File: config.mk
export PLATFORM = sky130hd
export DESIGN_NAME = slgc_top
export DESIGN_NICKNAME = d
export VERILOG_FILES = /design/src/core/slgc_pkg.sv /design/src/core/slgc_top.sv
export SDC_FILE = /design/constraint.sdc
export NUM_CORES = 1
export LEC_CHECK = 0
export BUFFER_PORTS_ARGS = -buffer_cell sky130_fd_sc_hd__buf_2
export CORE_AREA = 2 2 95 97
export CTS_BUF_LIST = sky130_fd_sc_hd__clkbuf_8
export DETAILED_ROUTE_END_ITERATION = 10
export DIE_AREA = 0 0 97 99
export GPL_ROUTABILITY_DRIVEN = 0
export PLACE_DENSITY = 0.86
export SLEW_MARGIN = 25
export SYNTH_ARGS = -nofsm -noshare
export SYNTH_HDL_FRONTEND = slang
export SYNTH_SLANG_ARGS = --single-unit
export TNS_END_PERCENT = 1
File: constraint.sdc
create_clock -name clk_sys -period 2.8 [get_ports clk_sys]
set_input_delay 0 -clock clk_sys [delete_from_list [all_inputs] [get_ports clk_sys]]
set_output_delay 0 -clock clk_sys [all_outputs]
set_load 0.03 [all_outputs]
File: src/core/slgc_pkg.sv
// Constants, types and register map of the serial link pin and clock block.
package slgc_pkg;

  // ****************************************************************
  // Register offsets
  // ****************************************************************
  localparam logic [7:0] ADDR_REMOTE_SEL = 8'h0D;
  localparam logic [7:0] ADDR_PIN_DIR = 8'h0E;
  localparam logic [7:0] ADDR_CLK_CTRL = 8'h20;
  localparam logic [7:0] ADDR_FWD_CNT = 8'h21;
  localparam logic [7:0] ADDR_MODE_STS = 8'h22;
  localparam logic [7:0] ADDR_PIN_STS = 8'h53;

  // ****************************************************************
  // Reset values and field positions
  // ****************************************************************
  localparam logic [7:0] PIN_DIR_RESET = 8'h0F;
  localparam logic [7:0] REMOTE_SEL_RESET = 8'h00;
  localparam logic [7:0] CLK_CTRL_RESET = 8'h00;
  localparam logic [2:0] FWD_CNT_RESET = 3'h0;
  localparam int DIR_IN_LSB = 0;
  localparam int DIR_OUT_LSB = 4;
  localparam int SEL_LOCAL_LSB = 0;
  localparam int SEL_REMOTE_LSB = 4;
  localparam int CTRL_DIV_LSB = 0;
  localparam int CTRL_REFDIV_BIT = 2;

  // ****************************************************************
  // Timing
  // ****************************************************************
  localparam int CLK_MHZ = 125;
  localparam int FWD_LAT_NS = 225;
  localparam int FWD_LAT_CYC = (FWD_LAT_NS * CLK_MHZ + 999) / 1000;
  localparam logic [2:0] FRAMES_ONE_PIN = 3'h1;
  localparam logic [2:0] FRAMES_TWO_PIN = 3'h2;
  localparam logic [2:0] FRAMES_MANY_PIN = 3'h5;

  // ****************************************************************
  // Clock mode figures
  // ****************************************************************
  localparam logic [7:0] FWD_MULT_SYNC = 8'hA0;
  localparam logic [7:0] FWD_MULT_DIV1 = 8'h50;
  localparam logic [7:0] FWD_MULT_DIV2 = 8'h28;
  localparam logic [7:0] FWD_MULT_COMPAT = 8'h1C;
  localparam logic [7:0] CSI_MULT_SYNC = 8'h80;
  localparam logic [7:0] CSI_MULT_DIV1 = 8'h40;
  localparam logic [7:0] CSI_MULT_DIV2 = 8'h20;
  localparam logic [7:0] CSI_MULT_COMPAT = 8'h14;
  localparam logic [15:0] BC_KHZ10_SYNC = 16'h413C;
  localparam logic [15:0] BC_KHZ10_NONSYNC = 16'h0D0C;
  localparam logic [15:0] BC_KHZ10_COMPAT = 16'h0343;
  localparam logic [4:0] SENSOR_DIV_4 = 5'h04;
  localparam logic [4:0] SENSOR_DIV_8 = 5'h08;
  localparam logic [4:0] SENSOR_DIV_16 = 5'h10;

  typedef enum logic [2:0] {
    SLGC_MODE_SYNC = 3'b000,
    SLGC_MODE_EXT = 3'b010,
    SLGC_MODE_INT = 3'b011,
    SLGC_MODE_COMPAT = 3'b101
  } slgc_mode_t;

  typedef enum logic [1:0] {
    SLGC_REF_BACK = 2'b00,
    SLGC_REF_EXT = 2'b01,
    SLGC_REF_INT = 2'b10
  } slgc_ref_t;

  typedef struct packed {
    slgc_ref_t ref_source;
    logic [7:0] fwd_rate_mult;
    logic [7:0] csi_bw_mult;
    logic sensor_ref_en;
    logic [4:0] sensor_ref_divider;
    logic [15:0] bc_sample_khz10;
  } slgc_clk_cfg_t;

endpackage

File: src/core/slgc_top.sv
// Pin direction, forward and back channel pin data, and clock mode logic.
// Overview of operation
// - All four pins are inputs after reset.
// - Input enables sit in direction bits 3:0.
// - Output enables sit in direction bits 7:4.
// - Up to four local pins are forwarded.
// - Sample every 1, 2 or 5 frames.
// - Forward latency stays short, one clock cycle, within the 225 ns bound.
// - Output pins may drive remote back channel data.
// - Back channel sample rate follows clock mode.
// - Clock mode comes from the mode strap.
// - Synchronous mode uses back channel reference, x160.
// - Synchronous mode feeds sensor reference from back channel.
// - External mode uses input divider, x80 or x40.
// - Status register shows every pin level.
`timescale 1ns/1ps

module slgc_top #(
  parameter int PINS = 4
) (
  input wire logic clk_sys,
  input wire logic rstn,
  input wire logic clk_en,
  input wire logic reg_wr,
  input wire logic reg_rd,
  input wire logic [7:0] reg_addr,
  input wire logic [7:0] reg_wdata,
  output logic [7:0] reg_rdata,
  output logic reg_rvalid,
  input wire logic [PINS-1:0] pin_in,
  output logic [PINS-1:0] pin_out,
  output logic [PINS-1:0] pin_oe,
  input wire logic [2:0] mode_strap,
  input wire logic fwd_frame_tick,
  output logic [PINS-1:0] fwd_pin_data,
  output logic fwd_pin_valid,
  input wire logic bc_sample_valid,
  input wire logic [PINS-1:0] bc_pin_data,
  output slgc_pkg::slgc_mode_t clk_mode,
  output slgc_pkg::slgc_clk_cfg_t clk_cfg
);

  // ****************************************************************
  // Reset release and synchronisers
  // ****************************************************************
  logic [1:0] rst_sync;
  logic rst_n;
  logic [PINS-1:0] pin_meta;
  logic [PINS-1:0] pin_level;
  logic [2:0] strap_meta;
  logic [2:0] strap_sync;

  always_ff @(posedge clk_sys or negedge rstn)
  begin
    if (!rstn)
      rst_sync <= 2'h0;
    else
      rst_sync <= {rst_sync[0], 1'b1};
  end
  assign rst_n = rst_sync[1];

  // Pins and the strap arrive from outside, so only the second stage is read.
  always_ff @(posedge clk_sys or negedge rst_n)
  begin
    if (!rst_n)
    begin
      pin_meta <= '0;
      pin_level <= '0;
      strap_meta <= 3'h0;
      strap_sync <= 3'h0;
    end
    else if (clk_en)
    begin
      pin_meta <= pin_in;
      pin_level <= pin_meta;
      strap_meta <= mode_strap;
      strap_sync <= strap_meta;
    end
  end

  // ****************************************************************
  // Registers
  // ****************************************************************
  logic [7:0] pin_direction_control;
  logic [7:0] pin_remote_data_select;
  logic [7:0] clock_control;
  logic [2:0] forward_pin_count;
  logic [PINS-1:0] in_en;
  logic [PINS-1:0] out_en;
  logic [PINS-1:0] local_val;
  logic [PINS-1:0] remote_en;
  logic [1:0] div_code;
  logic ref_input_divider;
  logic [7:0] next_rdata;
  logic wr_dir;
  logic wr_sel;
  logic wr_ctrl;
  logic wr_cnt;

  assign wr_dir = reg_wr && reg_addr == slgc_pkg::ADDR_PIN_DIR;
  assign wr_sel = reg_wr && reg_addr == slgc_pkg::ADDR_REMOTE_SEL;
  assign wr_ctrl = reg_wr && reg_addr == slgc_pkg::ADDR_CLK_CTRL;
  assign wr_cnt = reg_wr && reg_addr == slgc_pkg::ADDR_FWD_CNT;

  assign in_en = pin_direction_control[slgc_pkg::DIR_IN_LSB +: PINS];
  assign out_en = pin_direction_control[slgc_pkg::DIR_OUT_LSB +: PINS];
  assign local_val = pin_remote_data_select[slgc_pkg::SEL_LOCAL_LSB +: PINS];
  assign remote_en = pin_remote_data_select[slgc_pkg::SEL_REMOTE_LSB +: PINS];
  assign div_code = clock_control[slgc_pkg::CTRL_DIV_LSB +: 2];
  assign ref_input_divider = clock_control[slgc_pkg::CTRL_REFDIV_BIT];

  always_ff @(posedge clk_sys or negedge rst_n)
  begin
    if (!rst_n)
    begin
      pin_direction_control <= slgc_pkg::PIN_DIR_RESET;
      pin_remote_data_select <= slgc_pkg::REMOTE_SEL_RESET;
      clock_control <= slgc_pkg::CLK_CTRL_RESET;
      forward_pin_count <= slgc_pkg::FWD_CNT_RESET;
    end
    else if (clk_en)
    begin
      if (wr_dir)
        pin_direction_control <= reg_wdata;
      if (wr_sel)
        pin_remote_data_select <= reg_wdata;
      if (wr_ctrl)
        clock_control <= {5'h00, reg_wdata[2:0]};
      if (wr_cnt)
        forward_pin_count <= reg_wdata[2:0];
    end
  end

  // Unmapped offsets read as zero.
  always_comb
  begin
    next_rdata = 8'h00;
    unique case (reg_addr)
      slgc_pkg::ADDR_PIN_DIR: next_rdata = pin_direction_control;
      slgc_pkg::ADDR_REMOTE_SEL: next_rdata = pin_remote_data_select;
      slgc_pkg::ADDR_CLK_CTRL: next_rdata = clock_control;
      slgc_pkg::ADDR_FWD_CNT: next_rdata = {5'h00, forward_pin_count};
      slgc_pkg::ADDR_MODE_STS: next_rdata = {5'h00, clk_mode};
      slgc_pkg::ADDR_PIN_STS: next_rdata = 8'(pin_level);
      default: next_rdata = 8'h00;
    endcase
  end

  always_ff @(posedge clk_sys or negedge rst_n)
  begin
    if (!rst_n)
    begin
      reg_rdata <= 8'h00;
      reg_rvalid <= 1'b0;
    end
    else if (clk_en)
    begin
      reg_rvalid <= reg_rd;
      if (reg_rd)
        reg_rdata <= next_rdata;
    end
  end

  // ****************************************************************
  // Pin drive from local or remote data
  // ****************************************************************
  logic [PINS-1:0] bc_hold;

  always_ff @(posedge clk_sys or negedge rst_n)
  begin
    if (!rst_n)
      bc_hold <= '0;
    else if (clk_en && bc_sample_valid)
      bc_hold <= bc_pin_data;
  end

  // A pin with both enables set stays undriven rather than fight the pad.
  always_ff @(posedge clk_sys or negedge rst_n)
  begin
    if (!rst_n)
    begin
      pin_out <= '0;
      pin_oe <= '0;
    end
    else if (clk_en)
    begin
      pin_oe <= out_en & ~in_en;
      pin_out <= (remote_en & bc_hold) | (~remote_en & local_val);
    end
  end

  // ****************************************************************
  // Forward channel pin sampling
  // ****************************************************************
  logic [2:0] frame_period;
  logic [2:0] frame_cnt;
  logic [PINS-1:0] fwd_mask;
  logic sample_due;

  assign frame_period = forward_pin_count == 3'h1 ? slgc_pkg::FRAMES_ONE_PIN
    : forward_pin_count == 3'h2 ? slgc_pkg::FRAMES_TWO_PIN
    : slgc_pkg::FRAMES_MANY_PIN;
  assign fwd_mask = PINS'((5'h01 << forward_pin_count) - 5'h01);
  assign sample_due = fwd_frame_tick && forward_pin_count != 3'h0
    && forward_pin_count <= 3'(PINS) && frame_cnt == frame_period - 3'h1;

  always_ff @(posedge clk_sys or negedge rst_n)
  begin
    if (!rst_n)
    begin
      frame_cnt <= 3'h0;
      fwd_pin_data <= '0;
      fwd_pin_valid <= 1'b0;
    end
    else if (clk_en)
    begin
      fwd_pin_valid <= sample_due;
      if (wr_cnt || sample_due)
        frame_cnt <= 3'h0;
      else if (fwd_frame_tick)
        frame_cnt <= frame_cnt + 3'h1;
      if (sample_due)
        fwd_pin_data <= pin_level & in_en & fwd_mask;
    end
  end

  // ****************************************************************
  // Clock mode
  // ****************************************************************
  logic strap_taken;
  logic [1:0] strap_fill;
  slgc_pkg::slgc_clk_cfg_t next_cfg;

  // The strap is caught once, after both synchroniser stages have filled
  // following reset release, so a stale reset value is never latched.
  always_ff @(posedge clk_sys or negedge rst_n)
  begin
    if (!rst_n)
    begin
      strap_fill <= 2'h0;
      strap_taken <= 1'b0;
      clk_mode <= slgc_pkg::SLGC_MODE_SYNC;
    end
    else if (clk_en && !strap_taken)
    begin
      strap_fill <= {strap_fill[0], 1'b1};
      strap_taken <= strap_fill[1];
      clk_mode <= slgc_pkg::slgc_mode_t'(strap_sync);
    end
  end

  always_comb
  begin
    next_cfg = '0;
    next_cfg.sensor_ref_en = 1'b1;
    next_cfg.sensor_ref_divider = div_code == 2'h1 ? slgc_pkg::SENSOR_DIV_8
      : div_code == 2'h2 ? slgc_pkg::SENSOR_DIV_16
      : slgc_pkg::SENSOR_DIV_4;
    next_cfg.bc_sample_khz10 = slgc_pkg::BC_KHZ10_NONSYNC;
    next_cfg.ref_source = slgc_pkg::SLGC_REF_EXT;
    next_cfg.fwd_rate_mult = ref_input_divider ? slgc_pkg::FWD_MULT_DIV2
      : slgc_pkg::FWD_MULT_DIV1;
    next_cfg.csi_bw_mult = ref_input_divider ? slgc_pkg::CSI_MULT_DIV2
      : slgc_pkg::CSI_MULT_DIV1;
    unique case (clk_mode)
      slgc_pkg::SLGC_MODE_SYNC:
      begin
        next_cfg.ref_source = slgc_pkg::SLGC_REF_BACK;
        next_cfg.fwd_rate_mult = slgc_pkg::FWD_MULT_SYNC;
        next_cfg.csi_bw_mult = slgc_pkg::CSI_MULT_SYNC;
        next_cfg.bc_sample_khz10 = slgc_pkg::BC_KHZ10_SYNC;
      end
      slgc_pkg::SLGC_MODE_EXT: next_cfg.ref_source = slgc_pkg::SLGC_REF_EXT;
      slgc_pkg::SLGC_MODE_INT:
      begin
        next_cfg.ref_source = slgc_pkg::SLGC_REF_INT;
        next_cfg.fwd_rate_mult = slgc_pkg::FWD_MULT_DIV1;
        next_cfg.csi_bw_mult = slgc_pkg::CSI_MULT_DIV1;
        next_cfg.sensor_ref_en = 1'b0;
      end
      slgc_pkg::SLGC_MODE_COMPAT:
      begin
        next_cfg.fwd_rate_mult = slgc_pkg::FWD_MULT_COMPAT;
        next_cfg.csi_bw_mult = slgc_pkg::CSI_MULT_COMPAT;
        next_cfg.bc_sample_khz10 = slgc_pkg::BC_KHZ10_COMPAT;
      end
      default: next_cfg.ref_source = slgc_pkg::SLGC_REF_BACK;
    endcase
  end

  // In synchronous mode the sensor reference is derived from the back channel.
  always_ff @(posedge clk_sys or negedge rst_n)
  begin
    if (!rst_n)
      clk_cfg <= '0;
    else if (clk_en)
      clk_cfg <= next_cfg;
  end

  // ****************************************************************
  // Assertions
  // ****************************************************************
  localparam int FWD_LAT_BOUND = slgc_pkg::FWD_LAT_CYC;
endmodule

# After elaboration in Yosys (flattened, before gate mapping)
# Cells that the tools add are included.
# op_classes
addsub	3
magnitude_cmp	1
eq_ne	14
shifts	1
muxes	13
bitwise	8
n_reduce_logical	22
# op_table
operator	n
$pmux W16 S3	1
$pmux W8 S6	1
$pmux W15 S2	1
$eq A8 B6 Y1 const B	3
$and A4 B4 Y4	5
$eq A8 B4 Y1 const B	2
$mux W7	2
$reduce_and A2 Y1	7
$mux W3	4
$mux W5	2
$eq A3 B2 Y1 const B	3
$logic_and A1 B1 Y1	9
$eq A8 B7 Y1 const B	1
$not A4 Y4	2
$or A4 B4 Y4	1
$pmux W2 S2	1
$shl A1 B3 Y4 const A	1
$sub A4 B1 Y4 const B	1
$add A3 B1 Y3 const B	1
$eq A3 B1 Y1 const B	1
$eq A3 B3 Y1	1
$eq A3 B3 Y1 const B	1
$le A3 B3 Y1 const B	1
$logic_not A3 Y1	1
other kinds (9)	9
# totals
ff_bits	113
in_bits	34
output_inout_bits	65
wordCells	88

# Depth between registers and ports, before layout
# logic_depth
word_depth	9
depth_mapped	7
depth_no_buf	6

# Worst setup path before layout
# No wires, ideal clock.
# synth_timing
path_kind	reg-to-reg
startpoint	register forward_pin_count[2]
endpoint	register fwd_pin_data[2]
setup_ns	0.125
arrival_ns	1.662
t_required_ns	2.675
slack_ns	1.013
path_stages_with_launch	7
n_path_buf	1
synth_period_minus_slack_ns	1.787
path_cell_list	dfrtp_1 -> buf_2 -> or3_1 -> ha_1 -> xor2_1 -> and3_1 -> mux2_4
# synth_between
elab_chain_len	7
# synth_rtl
item	line_no	text
start, declared	slgc_top.sv:87	logic [2:0] forward_pin_count;
start signal, assigned	slgc_top.sv:119	forward_pin_count <= slgc_pkg::FWD_CNT_RESET;
start signal, assigned	slgc_top.sv:130	forward_pin_count <= reg_wdata[2:0];
$eq A3 B2 Y1	slgc_top.sv:201	: forward_pin_count == 3'h2 ? slgc_pkg::FRAMES_TWO_PIN
$mux W3	slgc_top.sv:201	
$mux W3	slgc_top.sv:200	assign frame_period = forward_pin_count == 3'h1 ? slgc_pkg::FRAMES_ONE_PIN
$sub A3 B1 Y3	slgc_top.sv:205	&& forward_pin_count <= 3'(PINS) && frame_cnt == frame_period - 3'h1;
$eq A3 B3 Y1	slgc_top.sv:205	
$logic_and A1 B1 Y1	slgc_top.sv:205	
$reduce_and A2 Y1 (no source line)	n/a	
end signal, assigned	slgc_top.sv:223	fwd_pin_data <= pin_level & in_en & fwd_mask;
end, declared	slgc_top.sv:35	output logic [PINS-1:0] fwd_pin_data,
# Several ways; a longest one is shown, not always the timed one.
# A chain may end at the register's enable or synchronous reset.

# Worst setup path in the final report
# Ends and elaborated chain as after synthesis.

==> reports/metrics.yaml <==
drt:
  avgRoutedWirePerCell_um: 15.5
  drt.antenna.violating_nets: 0
  drt-total-wl_um: 8850
  vias: 3009
  viasPerCell: 5.29
  drcViolationCount: 0
  drtIter0Drc: 220
  dr.pass1.iters: 4
cells_and_area:
  fin_cells: 569
  nNetsFinal: 494
  fillers: 699
  area_delta_synth_final_pct: 20.6
  drive_gt1_share_pct: 36.9
  register_area_mm2: 0.00226
  multiInputGateArea_mm2: 0.00168
  diodes: 0
  final_area_mm2: 0.00508
  final_common_cell: "buf_2"
  layout_common_cells: "buf_2, dfrtp_1, mux2_2"
clock_network:
  clockBufferDepth: 2
  insertion_delay_ns: 0.35
  cts_tree: "done"
  cts_buffers: 9
  path_clk_slew_ns: 0.09
  cts_root_buffer: "clkbuf_8"
  h-tree-depth: 3
  cts.sinks: 90
sta:
  final_hold_viol_count: 0
  fin_skew_ns: 0.00704
  setup_ws_ns: 0.962
  report.final.setup_viol: 0
  period_needed_ns: 1.84
  min_period_over_period_pct: 65.7
  fmax_ghz: 0.544
  relSlewSlack_pct: 57.9
  fin_setup_tns_ns: 0
  fin_worst_hold_slack_ns: 0.0452
  worst-slew-pin-transition_ns: 0.631
  rsz0062_at_grt: "false"
  slew_viol_final: 0
synthesis:
  synth-warning-count: 0
  syn_avg_cell_area_um2: 11.6
  netlist_area_mm2: 0.00421
  synthCells: 363
  yosysSeqAreaShare_pct: 53.6
  synthArstFlopShare_pct: 100
  yosys.area.top_type_share_pct: 51.1
  synth_edf_count: 0
  synth_area_leaders: "dfrtp_1, mux2_2, buf_4"
  yosysTopAreaCell: "dfrtp_1"
  ys_ff_latch: 90
  yosys_most_used_dff: "dfrtp_1"
  synth_cell_types: 58
critical_path:
  crit_type: "reg2reg"
  r2r_end: "fwd_pin_data[2]$_DFFE_PN0P_"
  required_ns: 3.05
  path_max_fanout: 11
  slowest_delay_ns: 0.50
  crit_path_cell_trace: "or3_1 -> ha_1 -> xor2_1 -> and3_1 -> mux2_4"
  rr_worst_depth: 5
  end_kind: "flop"
  cp.arrival_ns: 2.09
  cp.buffers_inverters: 0
  cp_slowest_cell: "dfrtp_1"
  reg2reg_slack_ns: 0.96
  setup.worst_path.start_class: "flop"
  critPathTopFamily: "simple AND/OR/NAND/NOR gates"
  crit-reg2reg-launch: "forward_pin_count[2]$_DFFE_PN0P_"
die:
  core_mm2: 0.00855
  num_rows: 34
  die_x_um: 97
  initial_core_util_pct: 49.2
  die_height_um: 99
  die_area_mm2: 0.00960
  pin_count: 99
placed_design:
  dp_slack_ns: 0.981
  numPortBuffers: 87
  dp.cells: 532
  hpwl_um: 6270
  placement.cell_area_mm2: 0.00462
power:
  p_per_area_mw_per_mm2: 658
  p_leak_nw: 2.43
  irDropWorstVdd_mv: 0.283
grt:
  grt_antenna_before_repair: 0
  grt-ovfl-total: 0
  track_usage_pct: 19.2
  first_global_vias: 2990
  grt_pass1_wl_um: 14700
  grt_start_max_net_pins: 46
hold_path:
  hp-start: "fwd_frame_tick"
  min_to: "frame_cnt[0]$_DFFE_PN0P_"
  min_path_type: "in2reg"
  hold_depth: 4
status:
  outcome: "finished, final reports clean"
run:
  drv_cap: 0
## cell usage after synthesis, types with 2 or more instances
cell / instances
dfrtp_1: 86
mux2_2: 45
buf_4: 24
nand2_1: 21
o21ai_0: 21
inv_1: 16
nor2_1: 14
a22o_1: 11
clkbuf_1: 11
a21oi_1: 10
and3_1: 6
nand3b_1: 6
nor2b_1: 6
mux2i_1: 5
or3_1: 5
a31oi_1: 4
dfstp_2: 4
ha_1: 4
mux2_4: 4
nand3_1: 4
nor3_1: 4
and2_1: 3
buf_2: 3
nor3b_1: 3
o21a_1: 3
a22oi_1: 2
and4b_1: 2
buf_1: 2
conb_1: 2
nor4bb_1: 2
or2_2: 2
xor2_1: 2
## final cells by class
type | count | area share (%)
Clock buffer | 10 | 2.71
Clock inverter | 6 | 2.24
Inverter | 16 | 1.18
Multi-Input combinational cell | 226 | 33.0
Sequential cell | 90 | 44.5
Tap cell | 108 | 2.66
Timing Repair Buffer | 113 | 13.7
## registers in the layout, summed over array words and instances (netlist names)
register / cells
bc_hold: 4
forward_pin_count: 3
strap_taken: 1
reg_rvalid: 1
rst_sync: 2
strap_meta: 3
strap_fill: 2
clock_control: 3
pin_level: 4
frame_cnt: 3
clk_cfg: 17
pin_meta: 4
fwd_pin_valid: 1
pin_out: 4
clk_mode: 3
pin_oe: 4
pin_remote_data_select: 8
reg_rdata: 8
strap_sync: 3
fwd_pin_data: 4
pin_direction_control: 8
## cell families after synthesis
| kind of cell | Yosys count | share of synthesized area (%) |
|---|---|---|
| mux | 54 | 14.7 |
| simple gates | 89 | 12.2 |
| buf+inv | 57 | 7.49 |
| fa+ha+maj | 4 | 1.19 |
| xor+xnor | 3 | 0.624 |
| other cells | 2 | 0.178 |
| compound gates | 64 | 10.1 |
| flops | 90 | 53.6 |
## power breakdown
part,switching (W),internal (W)
clock network,0.000467,0.000619
logic,0.000441,0.000251
registers,0.000135,0.00143
## stage by stage
stage	power [W]	utilization, %
2_1_floorplan	0.00211	-
3_3_place_gp	0.00224	54.0
3_5_place_dp	0.00227	54.0
4_1_cts	0.00337	59.4
5_1_grt	0.00350	59.4
6_report	0.00334	59.4
## how the worst max path moves through the flow
stage / startpoint / cells past startpoint / to / slack [ns]
2_1_floorplan: rst_sync[1]$_DFF_PN0_ / 0 / bc_hold[0]$_DFFE_PN0P_ / 0.11
3_3_place_gp: forward_pin_count[2]$_DFFE_PN0P_ / 5 / fwd_pin_data[2]$_DFFE_PN0P_ / 1.02
3_5_place_dp: forward_pin_count[2]$_DFFE_PN0P_ / 5 / fwd_pin_data[2]$_DFFE_PN0P_ / 0.98
4_1_cts: forward_pin_count[2]$_DFFE_PN0P_ / 5 / fwd_pin_data[2]$_DFFE_PN0P_ / 0.97
5_1_grt: forward_pin_count[2]$_DFFE_PN0P_ / 5 / fwd_pin_data[2]$_DFFE_PN0P_ / 0.89
6_report: forward_pin_count[2]$_DFFE_PN0P_ / 5 / fwd_pin_data[2]$_DFFE_PN0P_ / 0.96
## worst register-to-register path: stages, from the launching register on
cell and delay [ns]:
dfrtp_1 0.50, or3_1 0.43, ha_1 0.22, xor2_1 0.15, and3_1 0.18, mux2_4 0.26
## layer usage
layer	up-vias	track usage (%)	wire (um)
met5	-	0	0
met4	0	7.58	167
met3	12	4.33	402
met2	95	29.3	4220
met1	1471	26.8	4050
li1	1431	-	-
## timing repair
action,in CTS,in global routing
hold buffers,21,0
endpoints found under the hold margin,35,0
setup buffers,0,0
gates resized for setup,0,0
(Power assumes the default switching activity.)
